### config.mk
export PLATFORM = sky130hd
export DESIGN_NAME = mlac_access_ctrl
export DESIGN_NICKNAME = d
export VERILOG_FILES = /design/src/pkg/mlac_pkg.sv /design/src/mlac_access_ctrl.sv
export SDC_FILE = /design/constraint.sdc
export NUM_CORES = 2
export LEC_CHECK = 0
export BUFFER_PORTS_ARGS = -buffer_cell sky130_fd_sc_hd__buf_4
export CELL_PAD_IN_SITES_DETAIL_PLACEMENT = 0
export CELL_PAD_IN_SITES_GLOBAL_PLACEMENT = 1
export CORE_UTILIZATION = 49
export DETAILED_ROUTE_END_ITERATION = 7
export PLACE_DENSITY = 0.76
export SLEW_MARGIN = 20
export SYNTH_ARGS = -nofsm -noshare
export SYNTH_HDL_FRONTEND = slang
export SYNTH_SLANG_ARGS = --single-unit
### constraint.sdc
create_clock -name sys_clk_i -period 3.07 [get_ports sys_clk_i]
set_input_delay 0.4605 -clock sys_clk_i [delete_from_list [all_inputs] [get_ports sys_clk_i]]
set_output_delay 0.4605 -clock sys_clk_i [all_outputs]
set_load 0.02 [all_outputs]
### src/pkg/mlac_pkg.sv
// Shared constants and types for the memory lock and access control block.
package mlac_pkg;
	// I/O space windows seen by the CPU.
	localparam logic [11:0] IO_SHORT_LAST = 12'h03F;
	localparam logic [11:0] IO_EXT_FIRST = 12'h040;
	localparam logic [11:0] IO_EXT_LAST = 12'hFFF;
	localparam logic [11:0] IO_BIT_LAST = 12'h01F;
	// General store base in I/O space and offsets inside the block.
	localparam logic [11:0] IO_GSTORE_BASE = 12'h01C;
	localparam logic [1:0] GSTORE0_OFFSET = 2'h0;
	localparam logic [1:0] GSTORE1_OFFSET = 2'h1;
	localparam logic [1:0] GSTORE2_OFFSET = 2'h2;
	localparam logic [1:0] GSTORE3_OFFSET = 2'h3;
	localparam logic [7:0] GSTORE_RESET = 8'h00;
	// Write-one-to-clear event flag register address in I/O space.
	localparam logic [11:0] IO_FLAGS_ADDR = 12'h01B;
	localparam logic [7:0] FLAGS_RESET = 8'h00;
	// Signature address space: three bytes at 0x00 to 0x02.
	localparam logic [7:0] SIG_FIRST = 8'h00;
	localparam logic [7:0] SIG_LAST = 8'h02;
	// Lock fuse field: the single value that means unlocked.
	localparam logic [7:0] LOCK_UNLOCKED = 8'hC5;
	// Data returned by a debug read that is not allowed.
	localparam logic [7:0] DENY_DATA = 8'hFF;
	// Erased byte value of the data store; erase sets the lock fuse store to the unlock value instead.
	localparam logic [7:0] ERASED_BYTE = 8'hFF;
	// Memory sections addressed by either party.
	typedef enum logic [2:0]
	{
		SEC_DATA_STORE = 3'h0,
		SEC_SETTINGS = 3'h1,
		SEC_SIGNATURE = 3'h2,
		SEC_FUSE = 3'h3,
		SEC_SYSINFO = 3'h4,
		SEC_EXTERNAL = 3'h5
	} mlac_section_type;
	// Single-bit instruction kinds on the CPU I/O path.
	typedef enum logic [2:0]
	{
		BIT_NONE = 3'h0,
		BIT_SET = 3'h1,
		BIT_CLEAR = 3'h2,
		BIT_SKIP_SET = 3'h3,
		BIT_SKIP_CLEAR = 3'h4
	} mlac_bitop_type;
endpackage

### src/mlac_access_ctrl.sv
// Memory lock and access control: nonvolatile stores, I/O windows, general stores and debug gating.
`timescale 1ns/1ps
module mlac_access_ctrl
#(
	parameter int DATA_BYTES = 256,
	parameter int PAGE_BYTES = 32,
	parameter logic [7:0] SIG_BYTE0 = 8'hA1, // Arbitrary identification value.
	parameter logic [7:0] SIG_BYTE1 = 8'hB2, // Arbitrary identification value.
	parameter logic [7:0] SIG_BYTE2 = 8'hC3, // Arbitrary identification value.
	parameter logic [7:0] SYSINFO_BYTE = 8'h5A // Arbitrary system information value.
)
(
	input wire logic sys_clk_i,
	input wire logic rst_b_i,
	input wire logic fuse_load_i,
	input wire logic [11:0] io_addr_i,
	input wire logic io_rd_i,
	input wire logic io_wr_i,
	input wire logic io_long_i,
	input wire logic [7:0] io_wdata_i,
	input wire logic [2:0] io_bitop_i,
	input wire logic [2:0] io_bit_i,
	input wire logic [7:0] flag_evt_i,
	output logic [7:0] io_rdata_o,
	output logic io_ack_o,
	output logic io_skip_o,
	output logic io_ext_rd_o,
	output logic io_ext_wr_o,
	input wire logic [2:0] cpu_sec_i,
	input wire logic [7:0] cpu_addr_i,
	input wire logic cpu_rd_i,
	input wire logic cpu_wr_i,
	input wire logic [7:0] cpu_wdata_i,
	output logic [7:0] cpu_rdata_o,
	output logic cpu_ack_o,
	input wire logic [2:0] dbg_sec_i,
	input wire logic [7:0] dbg_addr_i,
	input wire logic dbg_rd_i,
	input wire logic dbg_wr_i,
	input wire logic [7:0] dbg_wdata_i,
	input wire logic dbg_erase_i,
	input wire logic [7:0] dbg_ext_rdata_i,
	output logic [7:0] dbg_rdata_o,
	output logic dbg_ack_o,
	output logic dbg_denied_o,
	output logic dbg_ext_rd_o,
	output logic dbg_ext_wr_o,
	output logic locked_o,
	output logic [7:0] gstore0_o
);
	localparam int DA_W = $clog2(DATA_BYTES);
	localparam int PA_W = $clog2(PAGE_BYTES);
	// Storage arrays; the data store and settings page arrays have no reset value.
	logic [7:0] data_mem [DATA_BYTES];
	logic [7:0] page_mem [PAGE_BYTES];
	logic [7:0] gstore_reg [4];
	logic [7:0] flags_reg;
	logic [7:0] fuse_store_reg;
	logic [7:0] lock_reg;
	logic [7:0] io_rdata_reg;
	logic io_ack_reg;
	logic io_skip_reg;
	logic io_ext_rd_reg;
	logic io_ext_wr_reg;
	logic [7:0] cpu_rdata_reg;
	logic cpu_ack_reg;
	logic [7:0] dbg_rdata_reg;
	logic dbg_ack_reg;
	logic dbg_denied_reg;
	logic dbg_ext_rd_reg;
	logic dbg_ext_wr_reg;
	logic locked_reg;

	// Signature byte lookup, shared by the CPU and debug read paths.
	function automatic logic [7:0] sig_byte(input logic [7:0] a);
		case (a)
			8'h00: return SIG_BYTE0;
			8'h01: return SIG_BYTE1;
			8'h02: return SIG_BYTE2;
			default: return 8'h00;
		endcase
	endfunction

	wire logic locked = (lock_reg != mlac_pkg::LOCK_UNLOCKED);
	// CPU I/O decode: short form reaches only 0x00-0x3F, long form both 0x00-0x3F and the extended range.
	wire logic io_req = io_rd_i | io_wr_i;
	wire logic io_in_short = (io_addr_i <= mlac_pkg::IO_SHORT_LAST);
	wire logic io_in_ext = (io_addr_i >= mlac_pkg::IO_EXT_FIRST) && (io_addr_i <= mlac_pkg::IO_EXT_LAST);
	wire logic io_short_ok = io_req && !io_long_i && io_in_short;
	wire logic io_ext_ok = io_req && io_long_i && io_in_ext;
	wire logic io_local_ok = io_short_ok || (io_req && io_long_i && io_in_short);
	wire logic bit_ok = (io_bitop_i != 3'(mlac_pkg::BIT_NONE)) && (io_addr_i <= mlac_pkg::IO_BIT_LAST);
	wire logic [7:0] bit_mask = 8'h01 << io_bit_i;
	wire logic gs_hit = (io_addr_i[11:2] == mlac_pkg::IO_GSTORE_BASE[11:2]);
	wire logic [1:0] gs_idx = io_addr_i[1:0];
	wire logic fl_hit = (io_addr_i == mlac_pkg::IO_FLAGS_ADDR);
	wire logic [7:0] io_cur = gs_hit ? gstore_reg[gs_idx] : (fl_hit ? flags_reg : 8'h00);
	wire logic is_set = (io_bitop_i == 3'(mlac_pkg::BIT_SET));
	wire logic is_clr = (io_bitop_i == 3'(mlac_pkg::BIT_CLEAR));
	wire logic is_tst = (io_bitop_i == 3'(mlac_pkg::BIT_SKIP_SET)) || (io_bitop_i == 3'(mlac_pkg::BIT_SKIP_CLEAR));
	wire logic tst_want = (io_bitop_i == 3'(mlac_pkg::BIT_SKIP_SET));
	wire logic bit_val = |(io_cur & bit_mask);
	wire logic gs_byte_wr = io_local_ok && io_wr_i && !bit_ok && gs_hit;
	wire logic gs_bit_wr = bit_ok && (is_set || is_clr) && gs_hit;
	wire logic [7:0] gs_bit_val = is_set ? (io_cur | bit_mask) : (io_cur & ~bit_mask);
	wire logic [7:0] fl_clear = (io_local_ok && io_wr_i && !bit_ok && fl_hit) ? io_wdata_i :
		((bit_ok && is_set && fl_hit) ? bit_mask : 8'h00);
	wire logic [7:0] flags_next = (flags_reg & ~fl_clear) | flag_evt_i;
	// CPU nonvolatile path; lock never restricts it.
	wire logic [DA_W-1:0] cpu_da = cpu_addr_i[DA_W-1:0];
	wire logic [PA_W-1:0] cpu_pa = cpu_addr_i[PA_W-1:0];
	wire logic cpu_req = cpu_rd_i | cpu_wr_i;
	wire logic cpu_wr_data = cpu_wr_i && (cpu_sec_i == 3'(mlac_pkg::SEC_DATA_STORE));
	wire logic cpu_wr_page = cpu_wr_i && (cpu_sec_i == 3'(mlac_pkg::SEC_SETTINGS));
	logic [7:0] cpu_rsel;
	// Debug path decode and permission.
	wire logic [DA_W-1:0] dbg_da = dbg_addr_i[DA_W-1:0];
	wire logic [PA_W-1:0] dbg_pa = dbg_addr_i[PA_W-1:0];
	wire logic dbg_req = dbg_rd_i | dbg_wr_i;
	wire logic dbg_is_data = (dbg_sec_i == 3'(mlac_pkg::SEC_DATA_STORE));
	wire logic dbg_is_page = (dbg_sec_i == 3'(mlac_pkg::SEC_SETTINGS));
	wire logic dbg_is_sig = (dbg_sec_i == 3'(mlac_pkg::SEC_SIGNATURE));
	wire logic dbg_is_fuse = (dbg_sec_i == 3'(mlac_pkg::SEC_FUSE));
	wire logic dbg_is_sib = (dbg_sec_i == 3'(mlac_pkg::SEC_SYSINFO));
	wire logic dbg_is_ext = (dbg_sec_i == 3'(mlac_pkg::SEC_EXTERNAL));
	wire logic dbg_rd_ok = dbg_rd_i && (dbg_is_sib || (!locked && !(dbg_is_sig && dbg_addr_i > mlac_pkg::SIG_LAST)));
	wire logic dbg_wr_ok = dbg_wr_i && (dbg_is_page || (!locked && (dbg_is_data || dbg_is_fuse || dbg_is_ext)));
	wire logic dbg_deny = (dbg_rd_i && !dbg_rd_ok) || (dbg_wr_i && !dbg_wr_ok);
	logic [7:0] dbg_rsel;

	// CPU read data selection; signature and fuses are readable, never writable.
	always_comb
	begin
		cpu_rsel = 8'h00;
		case (cpu_sec_i)
			3'(mlac_pkg::SEC_DATA_STORE): cpu_rsel = data_mem[cpu_da];
			3'(mlac_pkg::SEC_SETTINGS): cpu_rsel = page_mem[cpu_pa];
			3'(mlac_pkg::SEC_SIGNATURE): cpu_rsel = sig_byte(cpu_addr_i);
			3'(mlac_pkg::SEC_FUSE): cpu_rsel = fuse_store_reg;
			3'(mlac_pkg::SEC_SYSINFO): cpu_rsel = SYSINFO_BYTE;
			default: cpu_rsel = 8'h00;
		endcase
	end

	// Debug read data selection; a denied read still answers, with fixed filler.
	always_comb
	begin
		dbg_rsel = mlac_pkg::DENY_DATA;
		if (dbg_rd_ok)
		begin
			case (dbg_sec_i)
				3'(mlac_pkg::SEC_DATA_STORE): dbg_rsel = data_mem[dbg_da];
				3'(mlac_pkg::SEC_SETTINGS): dbg_rsel = page_mem[dbg_pa];
				3'(mlac_pkg::SEC_SIGNATURE): dbg_rsel = sig_byte(dbg_addr_i);
				3'(mlac_pkg::SEC_FUSE): dbg_rsel = fuse_store_reg;
				3'(mlac_pkg::SEC_SYSINFO): dbg_rsel = SYSINFO_BYTE;
				3'(mlac_pkg::SEC_EXTERNAL): dbg_rsel = dbg_ext_rdata_i;
				default: dbg_rsel = mlac_pkg::DENY_DATA;
			endcase
		end
	end

	// Data store writes; erase wins over a same-cycle byte write from either party.
	always_ff @(posedge sys_clk_i)
	begin
		if (dbg_erase_i)
		begin
			for (int i = 0; i < DATA_BYTES; i++)
				data_mem[i] <= mlac_pkg::ERASED_BYTE;
		end
		else if (dbg_wr_ok && dbg_is_data)
			data_mem[dbg_da] <= dbg_wdata_i;
		else if (cpu_wr_data)
			data_mem[cpu_da] <= cpu_wdata_i;
	end

	// Settings page writes; the erase deliberately leaves this array alone.
	always_ff @(posedge sys_clk_i)
	begin
		if (dbg_wr_ok && dbg_is_page)
			page_mem[dbg_pa] <= dbg_wdata_i;
		else if (cpu_wr_page)
			page_mem[cpu_pa] <= cpu_wdata_i;
	end

	// Stored lock fuse; only reset, erase or an unlocked debug write changes it.
	always_ff @(posedge sys_clk_i or negedge rst_b_i)
	begin
		if (!rst_b_i)
			fuse_store_reg <= mlac_pkg::ERASED_BYTE;
		else if (dbg_erase_i)
			fuse_store_reg <= mlac_pkg::LOCK_UNLOCKED;
		else if (dbg_wr_ok && dbg_is_fuse)
			fuse_store_reg <= dbg_wdata_i;
	end

	// Active lock field; reset leaves the part locked until start-up loads the fuse.
	always_ff @(posedge sys_clk_i or negedge rst_b_i)
	begin
		if (!rst_b_i)
			lock_reg <= mlac_pkg::ERASED_BYTE;
		else if (fuse_load_i)
			lock_reg <= fuse_store_reg;
	end

	// General stores take byte writes and single-bit writes.
	always_ff @(posedge sys_clk_i or negedge rst_b_i)
	begin
		if (!rst_b_i)
		begin
			for (int i = 0; i < 4; i++)
				gstore_reg[i] <= mlac_pkg::GSTORE_RESET;
		end
		else if (gs_byte_wr)
			gstore_reg[gs_idx] <= io_wdata_i;
		else if (gs_bit_wr)
			gstore_reg[gs_idx] <= gs_bit_val;
	end

	// Event flags: a new event in the clearing cycle survives because set is applied last.
	always_ff @(posedge sys_clk_i or negedge rst_b_i)
	begin
		if (!rst_b_i)
			flags_reg <= mlac_pkg::FLAGS_RESET;
		else
			flags_reg <= flags_next;
	end

	// CPU I/O answer, one cycle after the request; extended range is forwarded out.
	always_ff @(posedge sys_clk_i or negedge rst_b_i)
	begin
		if (!rst_b_i)
		begin
			io_rdata_reg <= 8'h00;
			io_ack_reg <= 1'b0;
			io_skip_reg <= 1'b0;
			io_ext_rd_reg <= 1'b0;
			io_ext_wr_reg <= 1'b0;
		end
		else
		begin
			io_rdata_reg <= (io_local_ok && io_rd_i) ? io_cur : 8'h00;
			io_ack_reg <= io_local_ok || io_ext_ok || bit_ok;
			io_skip_reg <= bit_ok && is_tst && (bit_val == tst_want);
			io_ext_rd_reg <= io_ext_ok && io_rd_i;
			io_ext_wr_reg <= io_ext_ok && io_wr_i;
		end
	end

	// CPU nonvolatile answer and debug answer, both one cycle after the request.
	always_ff @(posedge sys_clk_i or negedge rst_b_i)
	begin
		if (!rst_b_i)
		begin
			cpu_rdata_reg <= 8'h00;
			cpu_ack_reg <= 1'b0;
			dbg_rdata_reg <= 8'h00;
			dbg_ack_reg <= 1'b0;
			dbg_denied_reg <= 1'b0;
			dbg_ext_rd_reg <= 1'b0;
			dbg_ext_wr_reg <= 1'b0;
			locked_reg <= 1'b1;
		end
		else
		begin
			cpu_rdata_reg <= cpu_rd_i ? cpu_rsel : 8'h00;
			cpu_ack_reg <= cpu_req;
			dbg_rdata_reg <= dbg_rd_i ? dbg_rsel : 8'h00;
			dbg_ack_reg <= dbg_req || dbg_erase_i;
			dbg_denied_reg <= dbg_req && dbg_deny;
			dbg_ext_rd_reg <= dbg_rd_ok && dbg_is_ext;
			dbg_ext_wr_reg <= dbg_wr_ok && dbg_is_ext;
			// The lock indication lags the active lock by a cycle so the port is registered.
			locked_reg <= locked;
		end
	end

	// Output mapping; every port follows a flop directly.
	assign io_rdata_o = io_rdata_reg;
	assign io_ack_o = io_ack_reg;
	assign io_skip_o = io_skip_reg;
	assign io_ext_rd_o = io_ext_rd_reg;
	assign io_ext_wr_o = io_ext_wr_reg;
	assign cpu_rdata_o = cpu_rdata_reg;
	assign cpu_ack_o = cpu_ack_reg;
	assign dbg_rdata_o = dbg_rdata_reg;
	assign dbg_ack_o = dbg_ack_reg;
	assign dbg_denied_o = dbg_denied_reg;
	assign dbg_ext_rd_o = dbg_ext_rd_reg;
	assign dbg_ext_wr_o = dbg_ext_wr_reg;
	assign locked_o = locked_reg;
	assign gstore0_o = gstore_reg[mlac_pkg::GSTORE0_OFFSET];
endmodule

==> run_results.csv <==
group,metric,value,unit
status,status,"complete, but fails checks",
status,failed_checks,"setup timing",
worst_setup_path,crit_path_max_incr_delay,0.92,ns
placement,dp_hpwl,374000,µm
timing,min_period_over_period,104,%
clock_tree,h-tree-depth,5,
worst_setup_path,worstPathArrival,3.94,ns
pwr,seqPwrFrac,46.4,%
clock_tree,cts_buffers,285,
drt,vias_per_cell,6.82,
yosys,synth_top_family_by_area,"multiplexers",
pwr,power_density,507,nW/µm²
pwr,swShare,24.7,%
drt,drt-total-wl,508000,µm
yosys,synth-main-ff-cell,"edfxtp_1",
yosys,synth_largest_area_cell,"edfxtp_1",
timing,rsz0062_at_grt,"yes",
placement,place_ws,-1.19,ns
drt,met3WireLength,74600,µm
drt,dr_wl_met2,222000,µm
drt,top_layer_used,"met5",
grt,first_global_vias,89300,
yosys,synthXorXnorAreaFrac,0.00705,%
clock_tree,root_buffer,"clkbuf_16",
worst_setup_path,slowest_stage,"o41ai_1",
cells_and_area,fin_util,60.5,%
grt,grt_util_all_layers,39.4,%
drt,route.detailed.drc,0,
pwr,p_switching,0.0191,W
drt,wl_per_cell,37.7,µm
timing,max_freq,313,MHz
timing,fin_skew,0.0636,ns
floorplanning,dieArea,256000,µm²
cells_and_area,final_cells,13500,
placement,placedCellCount,12900,
yosys,synth_top_area_share,55.7,%
pwr,pwr-share-clk,43.1,%
worst_setup_path,criticalPathCategory,"reg2reg",
floorplanning,fp-row-count,184,
yosys,synth-compound-area-share,3.89,%
drt,postRouteAntennaNets,0,
drt,drt-met1-wl,177000,µm
pwr,p_int,0.0582,W
placement,port_buffers,132,
floorplanning,start_util,49.4,%
yosys,ys_seq_area_share,57.5,%
yosys,netlist_instances,8515,
worst_setup_path,crit_required,3.82,ns
yosys,ys_types,90,
cells_and_area,area_growth,22.6,%
timing,finalWorstSetupSlack,-0.127,ns
worst_setup_path,cp-end-kind,"flop",
min_path,holdCritPathClass,"in2reg",
worst_setup_path,startpoint_type,"flop",
placement,place_congestion,1.05,
drt,vias,91800,
yosys,ys_ff_latch,2394,
floorplanning,die_w,506,µm
clock_tree,numClockSinks,2394,
cells_and_area,final_nets,9981,
timing,hold_viol_final,0,
drt,drt_iter0_markers,14800,
yosys,async_reset_ff_share,3.76,%
pwr,comb_power_share,10.6,%
clock_tree,clk_latency,0.98,ns
floorplanning,die_h,506,µm
timing,worstMarginPinSlew,1.21,ns
pwr,p_leak,43.4,nW
yosys,synthesis.area,124000,µm²
yosys,synth-edff-count,2304,
grt,grt_pass1_wl,697000,µm
yosys,synth-simple-area-share,11.3,%
worst_setup_path,crit_path_max_fanout,2,
grt,antenna_found_initial,47,
timing,slew_violations,0,
yosys,synthTopCellsByArea,"edfxtp_1 (56%), mux4_2 (22%), nand2_1 (6.8%)",
cells_and_area,drive_gt1_share,39.6,%
floorplanning,core,252000,µm²
yosys,synth_fa_ha_area_share,0,%
grt,grt_max_degree,133,
timing,slew_headroom,19.3,%
run,drv_cap,0,
grt,grt.overflow.total,0,
worst_setup_path,cp_cell_sequence,"mux4_2 -> nor2_1 -> a2111oi_0 -> o41ai_1 -> o221ai_1 -> a21oi_1 -> buf_4 -> o32ai_1",
clock_tree,clk_path_buf_depth,4,
pwr,irDropWorstVdd,691,µV
yosys,synth_nets,8606,
cells_and_area,largest_reg_flops,2048,
yosys,synth_mux_area_share,24.3,%
timing,fin_crit,3.20,ns
floorplanning,ios,133,
timing,setup_viol,39,
clock_tree,cts_tree,"done",
yosys,avgSynthCellArea,14.6,µm²
yosys,ys_warn_count,0,
drt,dr.pass1.iters,8,
clock_tree,clk_pin_slew,0.06,ns
-- cells in the final DEF, fill, tap and decap left out, types with 73 or more instances in the layout --
master | Yosys | layout
edfxtp_1 | 2304 | 2304
o21ai_0 | 94 | 93
buf_12 | 0 | 304
clkbuf_16 | 0 | 299
nor2_1 | 198 | 186
or2_2 | 203 | 133
nor2_2 | 171 | 172
or2_4 | 0 | 95
dfrtp_1 | 73 | 73
a21oi_1 | 112 | 112
mux4_2 | 1214 | 1214
mux2i_1 | 209 | 198
a22oi_1 | 134 | 132
nand2_1 | 2252 | 2252
buf_4 | 80 | 1437
-- worst max-delay path, delay by kind of cell (launching register included) --
family          cells  cell delay, ns
simple gates        1            0.18
buf+inv             1            0.16
compound gates      5            1.73
mux                 1            0.49
flops               1            0.42
-- power by group through the flow --
stage | sequential (W) | clock, W | combinational [W]
2_1_floorplan | 0.0365 | 0 | 0.00347
3_3_place_gp | 0.0365 | 0 | 0.00766
3_5_place_dp | 0.0365 | 0 | 0.00772
4_1_cts | 0.0358 | 0.0333 | 0.00782
5_1_grt | 0.0358 | 0.0345 | 0.00823
6_report | 0.0358 | 0.0333 | 0.00817
-- synthesized netlist by cell type (8+ instances only) --
master,number
nand2_1,2252
edfxtp_1,2304
dfstp_2,17
or2_2,203
and3_1,18
nor3_1,49
nand3_1,70
dfrtp_1,73
mux2_2,58
o21ai_0,94
o221ai_1,29
nor4_1,18
mux4_2,1214
buf_2,288
a21oi_1,112
inv_1,9
nand2b_1,24
clkbuf_1,284
a22o_1,29
and2_1,15
o211ai_1,19
buf_6,36
a22oi_1,134
a221oi_1,43
buf_1,51
a31oi_1,30
a31o_2,8
nor2_2,171
nor3b_1,10
buf_4,80
nand4_1,11
or2_1,64
nor2_1,198
a211oi_1,21
o22ai_1,48
nor2b_1,31
a2111oi_0,15
nor3_2,29
mux2i_1,209
-- final cells by class --
class                      instances  area (µm²)
clock inverter                   148        1390
timing repair buffer            1827       17900
inverter                          13        61.3
clock buffer                     341        7510
fill                           19100       99500
tap                             3348        4190
sequential                      2394       71500
multi-input combinational       5369       49800
antenna                           20        50.0
-- worst paths after layout --
path / end / slack, ns / depth (start not counted) / from
worst min-delay path: dbg_ext_rd_o / 0.06 / 3 / dbg_sec_i[1]
max in group asynchronous: gstore_reg[11] / 2.18 / 3 / rst_b_i
worst min register to register: gstore_reg[3] / 0.49 / 2 / gstore_reg[3]
worst max-delay path: cpu_rdata_o[7] / -0.13 / 8 / data_mem[56][7]
min in group asynchronous: dbg_ext_wr_o / 0.12 / 2 / rst_b_i
worst max register to register: cpu_rdata_o[7] / -0.13 / 8 / data_mem[56][7]
-- kinds of logic after synthesis --
logic type,count (synthesis)
buffers and inverters,752
AO/OA/AOI/OAI,670
AND/OR/NAND/NOR,3209
flip-flops,2394
XOR/XNOR,1
multiplexers,1489
-- routing by layer --
metal | global-route usage, % | vias to the layer above
met5 | 0 | -
met4 | 21.9 | 32
met3 | 12.3 | 1404
met2 | 57.7 | 7459
met1 | 52.2 | 47000
li1 | - | 35900
-- stage by stage --
| step | hold WS [ns] | total power [W] | area [µm²] | setup TNS, ns |
|---|---|---|---|---|
| after floorplan | 0.165 | 0.0400 | 124000 | 0 |
| after global routing | 0.0518 | 0.0786 | 152000 | -3.60 |
| after CTS | 0.0107 | 0.0770 | 152000 | 0 |
| after global placement | 0.464 | 0.0442 | 142000 | -1106.94 |
| after detailed placement | 0.484 | 0.0442 | 142000 | -1222.03 |
| final | 0.0568 | 0.0773 | 152000 | -0.537 |
-- repair_timing --
action / 4_1_cts / 5_1_grt
setup buffers: 2 / 12
hold endpoints to repair: 92 / 0
endpoints found under the setup margin: 4021 / 743
pin swaps: 2 / 13
resized for setup: 34 / 136
hold buffers: 57 / 0
gates cloned: 0 / 6
Note: power is estimated with default switching activity, not from simulation.
